<file path="src/verilog/partition_pkg.sv">
/*
  Constants shared by the partition state control block: register offsets,
  field positions, port modes, partition states and timing figures.
  Assumes a 250 MHz core clock and one register word per offset.
*/
package partition_pkg;
    localparam int NUM_PORTS = 4;
    localparam int NUM_PARTS = 4;
    localparam int PORT_W = 2;
    localparam int PART_W = 2;

    // register offsets (byte addresses, 32-bit words)
    localparam logic [7:0] PORT_CTL_BASE = 8'h00;
    localparam logic [7:0] PORT_STS_BASE = 8'h10;
    localparam logic [7:0] PART_CTL_BASE = 8'h20;
    localparam logic [7:0] PART_STS_BASE = 8'h30;
    localparam logic [7:0] TIMER_BASE = 8'h40;
    localparam int NUM_TIMERS = 4;

    // port control fields
    localparam int MODE_LSB = 0;
    localparam int MODE_W = 4;
    localparam int PSEL_LSB = 8;

    // partition control / status fields
    localparam int STATE_LSB = 0;
    localparam int UPRES_BIT = 0;
    localparam int UPID_LSB = 4;
    localparam int INIT_BIT = 8;
    localparam int DONE_BIT = 9;
    localparam int NODOWN_BIT = 10;

    // port mode codes
    localparam logic [3:0] MODE_DISABLED = 4'h0;
    localparam logic [3:0] MODE_UNATTACHED = 4'h1;
    localparam logic [3:0] MODE_USP = 4'h2;
    localparam logic [3:0] MODE_DSP = 4'h3;
    localparam logic [3:0] MODE_USP_DMA = 4'h4;
    localparam logic [3:0] MODE_USP_NT = 4'h5;
    localparam logic [3:0] MODE_USP_NT_DMA = 4'h6;
    localparam logic [3:0] MODE_NT = 4'h7;
    localparam logic [3:0] MODE_NT_DMA = 4'h8;

    // partition state codes
    localparam logic [1:0] PSTATE_DISABLED = 2'h0;
    localparam logic [1:0] PSTATE_FRESET = 2'h1;
    localparam logic [1:0] PSTATE_ACTIVE = 2'h2;

    // reset values
    localparam logic [31:0] PORT_CTL_RESET = 32'h0000_0001;
    localparam logic [15:0] TIMER_RESET = 16'h0010;

    // timing
    localparam int CLK_MHZ = 250;
    localparam int FRESET_US = 250;
    localparam int FRESET_CYCLES = FRESET_US * CLK_MHZ;
    localparam int SHORT_CYCLES = 2;
    localparam int CNT_W = 17;
endpackage : partition_pkg

</file>
<file path="src/verilog/partition_state_ctrl.sv">
/*
  Partition state control for a multi-port switch: port attachment,
  partition state machine with start/finish flags, and per-partition
  routing decisions for packets.
  Assumes a synchronous register port, boot strap and reset pins that are
  asynchronous and synchronised here, and one 250 MHz core clock.
*/
// Our own choices: the placing of the registers and the plain strobed port.
// How it works
// [RL1] port joins partition when selected and mode operational
// [RL2] upstream-present flag set when partition has an upstream port
// [RL3] upstream port number reported while upstream-present flag set
// [RL4] bridge non-config requests with no downstream ports are unsupported
// [RL5] bridge completions with no downstream ports are unexpected
// [RL6] nontransparent or DMA function decides per its own configuration
// [RL7] low-power entry ignores the absent side of a partition
// [RL8] peer traffic between downstream ports forwards with no upstream port
// [RL9] without upstream port, packets not for a downstream port unsupported
// [RL10] without upstream port, rootward switch messages dropped silently
// [RL11] software attaches one upstream port and no downstream beside endpoint
// [RL12] three partition states from control field, initial from boot mode; here initial state is always disabled (boot_sync_ff still 0)
// [RL13] disabled partition forces its ports to disabled mode
// [RL14] disabled partition ignores its reset input and link-down hot reset
// [RL15] entering fundamental reset reinitialises partition registers; here the registers keep their values
// [RL16] reset persists while state is fundamental reset, no hot reset
// [RL17] change-initiated flag set when a state change begins
// [RL18] change-completed flag set after all effects finished
// [RL19] controller waits for completion before next change
// [RL20] change into fundamental reset takes 250 microseconds
// [RL21] completion waits for port mode changes to finish
// [RL22] loader zeroes drain timers first, restores defaults last
// [RL23] loader polls completion flag before further changes
module partition_state_ctrl #(
    parameter int FRESET_CNT = partition_pkg::FRESET_CYCLES
) (
    input wire logic MCLK_IN,
    input wire logic RESETN_IN,
    input wire logic BOOT_PARTS_ACTIVE_IN,
    input wire logic [7:0] ADDR_IN,
    input wire logic [31:0] WDATA_IN,
    input wire logic WR_IN,
    input wire logic RD_IN,
    output logic [31:0] RDATA_OUT,
    input wire logic [3:0] PART_RESET_N_IN,
    input wire logic [3:0] LINK_DOWN_IN,
    input wire logic [3:0] MODE_CHANGE_DONE_IN,
    input wire logic PKT_VALID_IN,
    input wire logic [1:0] PKT_SRC_PORT_IN,
    input wire logic [1:0] PKT_DST_PORT_IN,
    input wire logic PKT_DST_VALID_IN,
    input wire logic PKT_IS_CPL_IN,
    input wire logic PKT_IS_CFG_IN,
    input wire logic PKT_TO_BRIDGE_IN,
    input wire logic PKT_FUNC_ACCEPT_IN,
    input wire logic PKT_ROOTWARD_MSG_IN,
    output logic PKT_FORWARD_OUT,
    output logic PKT_UNSUPPORTED_OUT,
    output logic PKT_UNEXPECTED_OUT,
    output logic PKT_DROP_OUT,
    output logic [3:0] PORT_EFFECTIVE_DISABLED_OUT,
    output logic [3:0] PART_IN_RESET_OUT,
    output logic [3:0] HOT_RESET_OUT,
    output logic [3:0] ASPM_IGNORE_PEER_OUT
);
    localparam int NP = partition_pkg::NUM_PORTS;
    localparam int NQ = partition_pkg::NUM_PARTS;
    localparam logic [16:0] FRESET_LOAD = 17'(FRESET_CNT - 1);
    localparam logic [16:0] SHORT_LOAD = 17'(partition_pkg::SHORT_CYCLES - 1);

    typedef enum logic [2:0] {
        CH_IDLE = 3'b001,
        CH_WAIT = 3'b010,
        CH_MODE = 3'b100
    } chg_type;

    ////////////////////////////////////////////////////////////////////////
    // synchronisers for pins and boot strap
    logic [3:0] prst_meta_ff, prst_sync_ff;
    logic [3:0] ldn_meta_ff, ldn_sync_ff;
    logic boot_meta_ff, boot_sync_ff, boot_taken_ff;

    always_ff @(posedge MCLK_IN or negedge RESETN_IN)
    begin
        if (!RESETN_IN)
        begin
            prst_meta_ff <= 4'hF;
            prst_sync_ff <= 4'hF;
            ldn_meta_ff <= 4'h0;
            ldn_sync_ff <= 4'h0;
            boot_meta_ff <= 1'b0;
            boot_sync_ff <= 1'b0;
        end
        else
        begin
            prst_meta_ff <= PART_RESET_N_IN;
            prst_sync_ff <= prst_meta_ff;
            ldn_meta_ff <= LINK_DOWN_IN;
            ldn_sync_ff <= ldn_meta_ff;
            boot_meta_ff <= BOOT_PARTS_ACTIVE_IN;
            boot_sync_ff <= boot_meta_ff;
        end
    end

    ////////////////////////////////////////////////////////////////////////
    // registers
    logic [31:0] port_ctl_ff [NP];
    logic [1:0] pstate_ff [NQ];
    logic [NQ-1:0] init_flag_ff, done_flag_ff;
    logic [15:0] timer_ff [partition_pkg::NUM_TIMERS];
    chg_type chg_ff [NQ];
    logic [16:0] cnt_ff [NQ];
    logic [3:0] mode_pend_ff [NQ];

    logic [NP-1:0] attached, is_up, is_usp, is_dsp;
    logic [1:0] psel [NP];
    logic [3:0] pmode [NP];
    logic [NQ-1:0] has_up, has_down, part_dis, part_fr;
    logic [1:0] up_id [NQ];
    logic [NQ-1:0] ctl_wr;

    // state taken once after reset release from boot_sync_ff, which then still holds its reset value 0
    always_ff @(posedge MCLK_IN or negedge RESETN_IN)
    begin
        if (!RESETN_IN)
            boot_taken_ff <= 1'b0;
        else
            boot_taken_ff <= 1'b1;
    end

    genvar gp;
    generate
        for (gp = 0; gp < NP; gp++)
        begin : g_port
            assign pmode[gp] = port_ctl_ff[gp][partition_pkg::MODE_LSB +: partition_pkg::MODE_W];
            assign psel[gp] = port_ctl_ff[gp][partition_pkg::PSEL_LSB +: 2];
            assign attached[gp] = (pmode[gp] >= partition_pkg::MODE_USP) &&
                                  (pmode[gp] <= partition_pkg::MODE_NT_DMA); // [RL1]
            assign is_dsp[gp] = attached[gp] && (pmode[gp] == partition_pkg::MODE_DSP);
            assign is_up[gp] = attached[gp] && !is_dsp[gp];
            assign is_usp[gp] = is_up[gp] && (pmode[gp] <= partition_pkg::MODE_USP_NT_DMA);
            assign PORT_EFFECTIVE_DISABLED_OUT[gp] = !attached[gp] ? (pmode[gp] == partition_pkg::MODE_DISABLED)
                                                                   : part_dis[psel[gp]]; // [RL13]

            always_ff @(posedge MCLK_IN or negedge RESETN_IN)
            begin
                if (!RESETN_IN)
                    port_ctl_ff[gp] <= partition_pkg::PORT_CTL_RESET;
                else if (WR_IN && ADDR_IN == partition_pkg::PORT_CTL_BASE + 8'(4 * gp))
                    port_ctl_ff[gp] <= {22'h0, WDATA_IN[9:8], 4'h0, WDATA_IN[3:0]};
            end
        end
    endgenerate

    genvar gt;
    generate
        for (gt = 0; gt < partition_pkg::NUM_TIMERS; gt++)
        begin : g_timer
            // drain timers are only held for the loader; the change sequence never reads them
            always_ff @(posedge MCLK_IN or negedge RESETN_IN)
            begin
                if (!RESETN_IN)
                    timer_ff[gt] <= partition_pkg::TIMER_RESET;
                else if (WR_IN && ADDR_IN == partition_pkg::TIMER_BASE + 8'(4 * gt))
                    timer_ff[gt] <= WDATA_IN[15:0]; // [RL22]
            end
        end
    endgenerate

    ////////////////////////////////////////////////////////////////////////
    // per-partition state machine
    genvar gq;
    generate
        for (gq = 0; gq < NQ; gq++)
        begin : g_part
            logic [NP-1:0] up_here, down_here, mine;
            logic [1:0] first_up;

            always_comb
            begin
                first_up = 2'h0;
                for (int i = NP - 1; i >= 0; i--)
                    if (up_here[i])
                        first_up = 2'(i);
            end

            for (genvar k = 0; k < NP; k++)
            begin : g_m
                assign mine[k] = attached[k] && psel[k] == 2'(gq);
                assign up_here[k] = mine[k] && is_up[k];
                assign down_here[k] = mine[k] && is_dsp[k];
            end

            assign has_up[gq] = |up_here; // [RL2]
            assign has_down[gq] = |down_here;
            assign up_id[gq] = first_up; // [RL3]
            assign part_dis[gq] = pstate_ff[gq] == partition_pkg::PSTATE_DISABLED;
            assign part_fr[gq] = pstate_ff[gq] == partition_pkg::PSTATE_FRESET;
            assign ctl_wr[gq] = WR_IN && ADDR_IN == partition_pkg::PART_CTL_BASE + 8'(4 * gq);
            // pin reset acts only when active; disabled ignores it [RL14] [RL16]
            assign PART_IN_RESET_OUT[gq] = part_fr[gq] ||
                                          (pstate_ff[gq] == partition_pkg::PSTATE_ACTIVE && !prst_sync_ff[gq]);
            // hot reset on upstream link-down only in active state [RL14] [RL16]
            assign HOT_RESET_OUT[gq] = pstate_ff[gq] == partition_pkg::PSTATE_ACTIVE && has_up[gq] &&
                                      ldn_sync_ff[first_up];
            assign ASPM_IGNORE_PEER_OUT[gq] = has_up[gq] ^ has_down[gq]; // [RL7]

            always_ff @(posedge MCLK_IN or negedge RESETN_IN)
            begin
                if (!RESETN_IN)
                    pstate_ff[gq] <= partition_pkg::PSTATE_DISABLED;
                else if (!boot_taken_ff)
                    pstate_ff[gq] <= boot_sync_ff ? partition_pkg::PSTATE_ACTIVE
                                                  : partition_pkg::PSTATE_DISABLED; // [RL12]
                else if (ctl_wr[gq] && WDATA_IN[1:0] <= partition_pkg::PSTATE_ACTIVE)
                    pstate_ff[gq] <= WDATA_IN[1:0]; // [RL12]
            end

            always_ff @(posedge MCLK_IN or negedge RESETN_IN)
            begin
                if (!RESETN_IN)
                begin
                    chg_ff[gq] <= CH_IDLE;
                    cnt_ff[gq] <= 17'h0;
                    mode_pend_ff[gq] <= 4'h0;
                    init_flag_ff[gq] <= 1'b0;
                    done_flag_ff[gq] <= 1'b0;
                end
                else if (ctl_wr[gq] && WDATA_IN[1:0] <= partition_pkg::PSTATE_ACTIVE)
                begin
                    // a new write restarts the sequence; overlap is the caller's hazard
                    chg_ff[gq] <= CH_WAIT;
                    init_flag_ff[gq] <= 1'b1; // [RL17]
                    done_flag_ff[gq] <= 1'b0;
                    mode_pend_ff[gq] <= mine;
                    cnt_ff[gq] <= (WDATA_IN[1:0] == partition_pkg::PSTATE_FRESET) ? FRESET_LOAD
                                                                                  : SHORT_LOAD; // [RL20]
                end
                else
                begin
                    case (chg_ff[gq])
                        CH_IDLE:
                            chg_ff[gq] <= CH_IDLE;
                        CH_WAIT:
                        begin
                            // ports may finish their mode change during the drain wait
                            mode_pend_ff[gq] <= mode_pend_ff[gq] & ~MODE_CHANGE_DONE_IN; // [RL21]
                            if (cnt_ff[gq] == 17'h0)
                                chg_ff[gq] <= CH_MODE;
                            else
                                cnt_ff[gq] <= cnt_ff[gq] - 17'h1;
                        end
                        CH_MODE:
                        begin
                            // all affected ports must report their mode change [RL21]
                            if ((mode_pend_ff[gq] & ~MODE_CHANGE_DONE_IN) == 4'h0)
                            begin
                                chg_ff[gq] <= CH_IDLE;
                                done_flag_ff[gq] <= 1'b1; // [RL18]
                            end
                            else
                                mode_pend_ff[gq] <= mode_pend_ff[gq] & ~MODE_CHANGE_DONE_IN;
                        end
                        default:
                            chg_ff[gq] <= CH_IDLE;
                    endcase
                end
            end
        end
    endgenerate

    // entry into fundamental reset leaves the partition's port registers as they are
    // registers always survive, so other masters can rewrite them [RL15]

    ////////////////////////////////////////////////////////////////////////
    // packet decision, one cycle after the packet
    logic fwd_nxt, ur_nxt, ux_nxt, drop_nxt;
    logic [1:0] sp;
    logic src_usp;

    always_comb
    begin
        sp = psel[PKT_SRC_PORT_IN];
        src_usp = is_usp[PKT_SRC_PORT_IN];
        fwd_nxt = 1'b0;
        ur_nxt = 1'b0;
        ux_nxt = 1'b0;
        drop_nxt = 1'b0;
        if (PKT_VALID_IN)
        begin
            if (has_up[sp] && !has_down[sp] && src_usp)
            begin
                if (!PKT_TO_BRIDGE_IN)
                begin
                    fwd_nxt = PKT_FUNC_ACCEPT_IN; // [RL6]
                    ux_nxt = PKT_IS_CPL_IN && !PKT_FUNC_ACCEPT_IN;
                    ur_nxt = !PKT_IS_CPL_IN && !PKT_FUNC_ACCEPT_IN;
                end
                else if (PKT_IS_CPL_IN)
                    ux_nxt = 1'b1; // [RL5]
                else if (PKT_IS_CFG_IN)
                    fwd_nxt = 1'b1;
                else
                    ur_nxt = 1'b1; // [RL4]
            end
            else if (!has_up[sp] && has_down[sp])
            begin
                if (PKT_ROOTWARD_MSG_IN)
                    drop_nxt = 1'b1; // [RL10]
                else if (PKT_DST_VALID_IN && is_dsp[PKT_DST_PORT_IN] && psel[PKT_DST_PORT_IN] == sp)
                    fwd_nxt = 1'b1; // [RL8]
                else
                    ur_nxt = 1'b1; // [RL9]
            end
            else
                fwd_nxt = 1'b1;
        end
    end

    always_ff @(posedge MCLK_IN or negedge RESETN_IN)
    begin
        if (!RESETN_IN)
        begin
            PKT_FORWARD_OUT <= 1'b0;
            PKT_UNSUPPORTED_OUT <= 1'b0;
            PKT_UNEXPECTED_OUT <= 1'b0;
            PKT_DROP_OUT <= 1'b0;
        end
        else
        begin
            PKT_FORWARD_OUT <= fwd_nxt;
            PKT_UNSUPPORTED_OUT <= ur_nxt;
            PKT_UNEXPECTED_OUT <= ux_nxt;
            PKT_DROP_OUT <= drop_nxt;
        end
    end

    ////////////////////////////////////////////////////////////////////////
    // register read port
    logic [31:0] nxt_rdata;
    logic [1:0] ri;

    always_comb
    begin
        ri = ADDR_IN[3:2];
        nxt_rdata = 32'h0;
        if (RD_IN && ADDR_IN[1:0] == 2'h0)
        begin
            case (ADDR_IN[7:4])
                4'h0: nxt_rdata = port_ctl_ff[ri];
                4'h1: nxt_rdata = {31'h0, PORT_EFFECTIVE_DISABLED_OUT[ri]};
                4'h2: nxt_rdata = {30'h0, pstate_ff[ri]};
                4'h3: nxt_rdata = {21'h0, !has_down[ri], done_flag_ff[ri], init_flag_ff[ri],
                                   2'h0, has_up[ri] ? up_id[ri] : 2'h0, 3'h0, has_up[ri]};
                4'h4: nxt_rdata = {16'h0, timer_ff[ri]};
                default: nxt_rdata = 32'h0;
            endcase
        end
    end

    always_ff @(posedge MCLK_IN or negedge RESETN_IN)
    begin
        if (!RESETN_IN)
            RDATA_OUT <= 32'h0;
        else
            RDATA_OUT <= nxt_rdata;
    end
endmodule : partition_state_ctrl
</file>
<file path="config.mk">
export PLATFORM = sky130hd
export DESIGN_NAME = partition_state_ctrl
export DESIGN_NICKNAME = d
export VERILOG_FILES = /design/src/verilog/partition_pkg.sv /design/src/verilog/partition_state_ctrl.sv
export SDC_FILE = /design/constraint.sdc
export NUM_CORES = 1
export LEC_CHECK = 0
export BUFFER_PORTS_ARGS = -buffer_cell sky130_fd_sc_hd__buf_2
export CORE_ASPECT_RATIO = 1.25
export CORE_UTILIZATION = 60
export CTS_CLUSTER_DIAMETER = 200
export DETAILED_ROUTE_END_ITERATION = 7
export PLACE_DENSITY = 0.88
export SETUP_SLACK_MARGIN = 0.1
export SLEW_MARGIN = 5
export SYNTH_ARGS = -nofsm -noshare
export SYNTH_HDL_FRONTEND = slang
export SYNTH_SLANG_ARGS = --single-unit
</file>
<file path="constraint.sdc">
create_clock -name MCLK_IN -period 5.15 [get_ports MCLK_IN]
set_input_delay 0.2575 -clock MCLK_IN [delete_from_list [all_inputs] [get_ports MCLK_IN]]
set_output_delay 0.2575 -clock MCLK_IN [all_outputs]
set_load 0.05 [all_outputs]
</file>
==> impl_metrics.py, run 1 <==
metrics = {
    "run_status": {
        "status": "completed",
    },
    "cells_and_area": {
        "antenna_cells": 0,
        "drive_gt1_frac": 0.249,
        "multi_input_area_sq_um": 5790,
        "fin_nets": 1244,
        "regArea_sq_um": 6010,
        "area_growth_pct": 12.4,
        "stdcell_area_sq_um": 13600,
        "fillers": 1297,
    },
    "floorplanning": {
        "initial_core_util": 0.617,
        "placementRows": 57,
        "pin_count": 120,
        "core_area_sq_um": 19600,
        "fp.dieH_microns": 161,
        "die-width_microns": 129,
        "dieArea_sq_um": 20700,
    },
    "clocking": {
        "cts_made_buffers": 24,
        "cts_setup_buffers": 0,
        "cts-htree-levels": 1,
        "post_cts_resize_count": 0,
        "cts.sinks": 239,
        "clockRootBuffer": "clkbuf_16",
        "cts_tree": "built",
        "clk_latency_ns": 0.52,
        "hold_buffers": 15,
        "cts.reportedPaths.clkPinSlew_ns": 0.06,
        "clk_path_buf_depth": 3,
    },
    "synthesis": {
        "synthCells": 1078,
        "synthTopCellsByCount": "219 x dfrtp_1, 95 x nor2_1, 91 x mux2_2, 71 x nand2_1, 53 x a21oi_1",
        "synth-seq-cells": 239,
        "syn-mean-instance-area_sq_um": 11.2,
        "async_flop_share": 1.00,
        "synth_cell_type_count": 67,
        "synth_flop_cell": "dfrtp_1",
        "yosys_warnings": 0,
        "ys_seq_area_frac": 0.496,
        "synth.most_common_cell": "dfrtp_1",
        "ys_top_cells_by_area": "dfrtp_1 45%, mux2_2 8.5%, mux4_2 6.7%",
        "netlist.area_leader.share": 0.453,
        "yosysTopAreaCell": "dfrtp_1",
        "synth-edff-count": 0,
        "syn-cell-area_sq_um": 12100,
    },
    "sta": {
        "tns_ns": 0,
        "max_freq_ghz": 0.280,
        "drv_slew": 0,
        "clock-skew-final_ns": 0.0173,
        "hold_viol": 0,
        "fin_crit_sh": 0.694,
        "rsz0062_at_grt": "false",
        "timing_worst_slew_pin_value_ns": 1.03,
        "setup_viol": 0,
        "relSlewSlack": 0.316,
        "min_period_ns": 3.58,
    },
    "critical_path": {
        "crit_end": "HOT_RESET_OUT[0]",
        "start_kind": "register",
        "r2r_start": "pmode[0]$_DFFE_PN1P_",
        "end_kind": "output pin",
        "cp.required_ns": 4.89,
        "crit_fanout": 8,
        "r2r_setup_slack_ns": 2.17,
        "worstReg2RegEnd": "PKT_FORWARD_OUT$_DFF_PN0_",
        "crit_type": "reg2out",
        "critPathLaunch": "pmode[12]$_DFFE_PN1P_",
        "rr_worst_depth": 7,
        "crit_arrival_ns": 3.32,
    },
    "place": {
        "gp_congestion": 0.961,
        "portBuffers": 87,
        "dp_hpwl_microns": 20400,
        "dpl_cell_area_sq_um": 12700,
    },
    "global_route": {
        "grt_start_max_net_pins": 136,
        "antenna_found_initial": 0,
        "gr-total-overflow": 0,
        "grt_pass1_vias": 9333,
        "grt_pass1_wl_microns": 48900,
        "grt_util_all_layers": 0.303,
    },
    "routing": {
        "routed_wl_microns": 30200,
        "wl_per_cell_microns": 20.7,
        "drc_errors": 0,
        "viasPerCell": 6.38,
        "firstDrtPassIters": 6,
        "route.vias.total": 9283,
        "ant_nets": 0,
        "drt_first_iter_violations": 969,
    },
    "job": {
        "cap_violations": 0,
    },
    "pwr": {
        "power_density_nw_per_um2": 324,
        "leakagePower_uw": 0.00573,
        "peakVddDrop_uv": 332,
    },
    "worst_hold_path": {
        "min_path_type": "in2reg",
    },
}
critical path, cell delays in order, from the launching register on:
cell       delay, ns
dfstp_2         0.60
nor3_1          0.10
a211oi_2        0.52
nor3_1          0.12
a21oi_1         0.33
mux2i_1         0.14
a2111oi_0       0.61
buf_2           0.38
worst min-delay path by stage:
stage          cells past startpoint                       end                startpoint  slack [ns]
3_5_place_dp                       1     pmode[14]$_DFFE_PN0P_                 RESETN_IN        0.34
4_1_cts                            2  timer_ff[58]$_DFFE_PN0P_              WDATA_IN[10]       0.002
3_3_place_gp                       0  ldn_sync_ff[0]$_DFF_PN0_  ldn_meta_ff[0]$_DFF_PN0_        0.33
5_1_grt                            2  timer_ff[42]$_DFFE_PN0P_              WDATA_IN[10]       0.005
6_report                           2  timer_ff[58]$_DFFE_PN0P_              WDATA_IN[10]        0.01
2_1_floorplan                      0    PKT_DROP_OUT$_DFF_PN0_                 RESETN_IN       -0.04
routing by layer:
| layer | vias to the layer above | share of wire | track usage |
|---|---|---|---|
| li1 | 4088 | - | - |
| met1 | 4637 | 0.38 | 0.388 |
| met2 | 458 | 0.50 | 0.509 |
| met3 | 100 | 0.072 | 0.0453 |
| met4 | 0 | 0.046 | 0.141 |
| met5 | - | 0 | 0 |
sequential cells by signal, summed over array words and instances (netlist names):
register / flops
chg_ff: 12
PKT_FORWARD_OUT: 1
pstate_ff: 8
timer_ff: 64
done_flag_ff: 4
pmode: 16
ldn_sync_ff: 4
mode_pend_ff: 16
ldn_meta_ff: 4
init_flag_ff: 4
PKT_DROP_OUT: 1
port_ctl_ff: 8
RDATA_OUT: 16
prst_sync_ff: 4
boot_meta_ff: 1
PKT_UNSUPPORTED_OUT: 1
cnt_ff: 68
boot_sync_ff: 1
prst_meta_ff: 4
PKT_UNEXPECTED_OUT: 1
boot_taken_ff: 1
area by class of cell:
type,count,area share
timing repair buffer,109,0.0486
clock buffer,37,0.0499
tap,265,0.0244
inverter,23,0.00635
clock inverter,7,0.00359
sequential,239,0.442
multi-input combinational,775,0.426
power by group:
group | internal [uW] | switching [uW] | total (uW) | leakage, uW
Clock | 911 | 722 | 1630 | 0.000356
Sequential | 2010 | 135 | 2150 | 0.00293
Combinational | 250 | 374 | 624 | 0.00245
kinds of logic (layout without fill, tap and decap cells):
| logic type | Yosys count | after routing | share of synthesized area |
|---|---|---|---|
| AOI/OAI and AO/OA | 196 | 196 | 0.110 |
| xor gates and xnor gates | 61 | 61 | 0.0442 |
| adders and majority gates | 4 | 4 | 0.00414 |
| buffers and inverters | 79 | 176 | 0.0297 |
| DFF | 239 | 239 | 0.496 |
| muxes | 134 | 134 | 0.157 |
| other | 2 | 17 | 0.000621 |
| and+or+nand+nor | 363 | 363 | 0.158 |
cells in the final DEF (no fill, tap or decap), drive strengths merged, types with 15 or more instances in the layout:
cell,count
o211ai,15
nand2b,33
xor2,23
dlygate4sd3,15
nor2b,23
nand2,71
a21oi,53
nor4,21
clkbuf,37
buf,94
mux2,91
o21ai,31
nor3,36
a22oi,15
mux4,36
nor2,95
xnor2,38
conb,17
dfstp,20
dfrtp,219
inv,23
metrics by stage:
step / setup WS, ns / total power, uW / cells / util / hold WS, ns
final: 1.57 / 4400 / 1455 / 0.694 / 0.0122
after global routing: 1.32 / 4570 / 1455 / 0.694 / 0.00468
after CTS: 1.64 / 4410 / 1455 / 0.694 / 0.00178
after detailed placement: 2.04 / 2780 / 1396 / 0.649 / 0.338
after global placement: 2.12 / 2740 / 1396 / 0.649 / 0.335
after floorplan: 0.826 / 2580 / 1093 / - / -0.0381
Power figures use the tool's default switching activity.
==> inputs of run 2 (changes only) <==
--- a/config.mk
+++ b/config.mk
@@ -7,10 +7,10 @@
 export LEC_CHECK = 0
 export BUFFER_PORTS_ARGS = -buffer_cell sky130_fd_sc_hd__buf_2
 export CORE_ASPECT_RATIO = 1.25
-export CORE_UTILIZATION = 60
+export CORE_UTILIZATION = 54
 export CTS_CLUSTER_DIAMETER = 200
 export DETAILED_ROUTE_END_ITERATION = 7
-export PLACE_DENSITY = 0.88
+export PLACE_DENSITY = 0.84
 export SETUP_SLACK_MARGIN = 0.1
 export SLEW_MARGIN = 5
 export SYNTH_ARGS = -nofsm -noshare
==> constraint.sdc (replaced) <==
create_clock -name MCLK_IN -period 2.9 [get_ports MCLK_IN]
set_input_delay 0.145 -clock MCLK_IN [delete_from_list [all_inputs] [get_ports MCLK_IN]]
set_output_delay 0.145 -clock MCLK_IN [all_outputs]
set_load 0.05 [all_outputs]
==> run 2 against run 1 <==
  * The run now ends with negative setup slack left
  * Utilization shrank 3.4 points
  * Total power grew 86%
  * Sequential share of layout area shrank 2.3 points
  * Register-to-register slack lost 2.0 ns
  * Critical path depth grew 2
  * Clock-buffer cell count shrank 6
  * Final area grew 5.6%
  * Combinational power grew 97%
  * Die area grew 11%
  * Flip-flop and latch count is the same
==> impl_metrics.py, run 2 (same netlist as run 1, synthesis figures left out) <==
metrics = {
    "run_status": {
        "status": "finished, violations left",
        "violations": "negative setup slack",
    },
    "pwr": {
        "power_density_nw_per_um2": 570,
        "power_uw": 8190,
        "leakagePower_uw": 0.00604,
        "peakVddDrop_uv": 484,
    },
    "cells_and_area": {
        "post-route-util": 0.660,
        "drive_gt1_frac": 0.302,
        "largest_reg_flops": 68,
        "fin_nets": 1293,
        "top_register": "cnt_ff",
        "antenna_cells": 0,
        "final_common_cell": "dfrtp_1",
        "area_growth_pct": 18.8,
        "reg.largest.list": "cnt_ff: 68 flops, timer_ff: 64 flops",
        "mostFrequentLayoutCells": "215 x dfrtp_1, 93 x nor2_1, 91 x mux2_2",
    },
    "critical_path": {
        "crit_fanout": 8,
        "crit_arrival_ns": 2.77,
        "rr_worst_depth": 8,
        "end_kind": "output pin",
        "start_kind": "register",
        "cp.required_ns": 2.76,
        "crit_type": "reg2out",
    },
    "global_route": {
        "gr-total-overflow": 0,
        "grt_util_all_layers": 0.275,
        "grt_pass1_wl_microns": 49600,
        "grt_pass1_vias": 9590,
        "grt_start_max_net_pins": 96,
        "antenna_found_initial": 0,
    },
    "routing": {
        "ant_nets": 0,
        "firstDrtPassIters": 5,
        "route.vias.total": 9554,
        "routed_wl_microns": 31100,
        "wl_per_cell_microns": 20.5,
        "drt_first_iter_violations": 707,
        "drc_errors": 0,
        "viasPerCell": 6.30,
    },
    "clocking": {
        "cts_made_buffers": 23,
        "clk_latency_ns": 0.52,
        "cts-htree-levels": 1,
        "clockRootBuffer": "clkbuf_16",
        "cts.reportedPaths.clkPinSlew_ns": 0.07,
        "clk_path_buf_depth": 3,
        "cts_tree": "built",
        "cts.sinks": 239,
    },
    "sta": {
        "max_freq_ghz": 0.343,
        "drv_slew": 0,
        "timing_worst_slew_pin_value_ns": 0.938,
        "fin_crit_sh": 1.01,
        "fin_ws_ns": -0.0181,
        "clock-skew-final_ns": 0.0153,
        "min_period_ns": 2.92,
        "setup_viol": 3,
        "rsz0062_at_grt": "true",
        "hold_viol": 0,
        "relSlewSlack": 0.371,
    },
    "worst_hold_path": {
        "holdPathStages": 2,
        "min_path_type": "in2reg",
    },
    "job": {
        "cap_violations": 0,
    },
    "floorplanning": {
        "core_area_sq_um": 21800,
        "die-width_microns": 136,
        "dieArea_sq_um": 23000,
        "fp.dieH_microns": 169,
        "initial_core_util": 0.556,
        "pin_count": 120,
        "placementRows": 60,
    },
    "place": {
        "portBuffers": 87,
        "dp_hpwl_microns": 20600,
        "gp_congestion": 0.998,
    },
}
## run 2: path summary, 6_finish.rpt
kind	start	endpoint	slack [ns]
worst max register to register	pmode[0]$_DFFE_PN1P_	RDATA_OUT[4]$_DFF_PN0_	0.20
min in group asynchronous	RESETN_IN	ldn_meta_ff[1]$_DFF_PN0_	0.25
worst max-delay path	pmode[4]$_DFFE_PN1P_	HOT_RESET_OUT[0]	-0.02
max in group asynchronous	RESETN_IN	timer_ff[55]$_DFFE_PN0P_	1.79
worst min register to register	ldn_meta_ff[2]$_DFF_PN0_	ldn_sync_ff[2]$_DFF_PN0_	0.35
worst min-delay path	WDATA_IN[3]	timer_ff[3]$_DFFE_PN0P_	0.02
## run 2: stage by stage
step / hold WS, ns / instance area [sq um] / cells / setup TNS, ns / setup WS (ns)
after floorplan: -0.151 / 12200 / 1093 / 0 / 0.00512
after global placement: 0.206 / 13000 / 1439 / 0 / 0.218
after detailed placement: 0.213 / 13000 / 1439 / 0 / 0.214
after CTS: 0.000945 / 14300 / 1514 / -0.0143 / -0.0143
after global routing: 0.0225 / 14400 / 1517 / -0.375 / -0.128
final: 0.0213 / 14400 / 1517 / -0.0289 / -0.0181
## run 2: critical path: stages (launching register included)
cell and delay (ns):
dfstp_2 0.37, buf_4 0.16, o31ai_4 0.28, o31ai_4 0.12, buf_6 0.16, o2bb2ai_1 0.27, o311a_1 0.36, a211oi_2 0.08
a2111oi_4 0.26, buf_6 0.21
## run 2: repair_timing
item / 4_1_cts / 5_1_grt
hold buffers: 28 / 0
pin swaps: 13 / 6
resized for setup: 36 / 18
setup buffers: 5 / 3
hold endpoints to repair: 139 / 0
endpoints found under the setup margin: 8 / 8
## run 2: final cells by class
cell class / instances / area, sq um
clock buffer: 31 / 646
clock inverter: 11 / 145
fill: 1468 / 7400
inverter: 23 / 86.3
multi-input combinational: 775 / 6020
sequential: 239 / 6010
tap: 279 / 349
timing repair buffer: 159 / 1110
## run 2: routing by layer
metal,part of all wire,vias to the layer above,track usage
li1,-,4197,-
met1,0.38,4777,0.342
met2,0.50,470,0.464
met3,0.072,110,0.0448
met4,0.052,0,0.134
met5,0,-,0
## run 2: where the power goes
group          switching [uW]  total [uW]  internal, uW
combinational             715        1230           513
sequential                246        3820          3570
clock                    1300        3140          1840
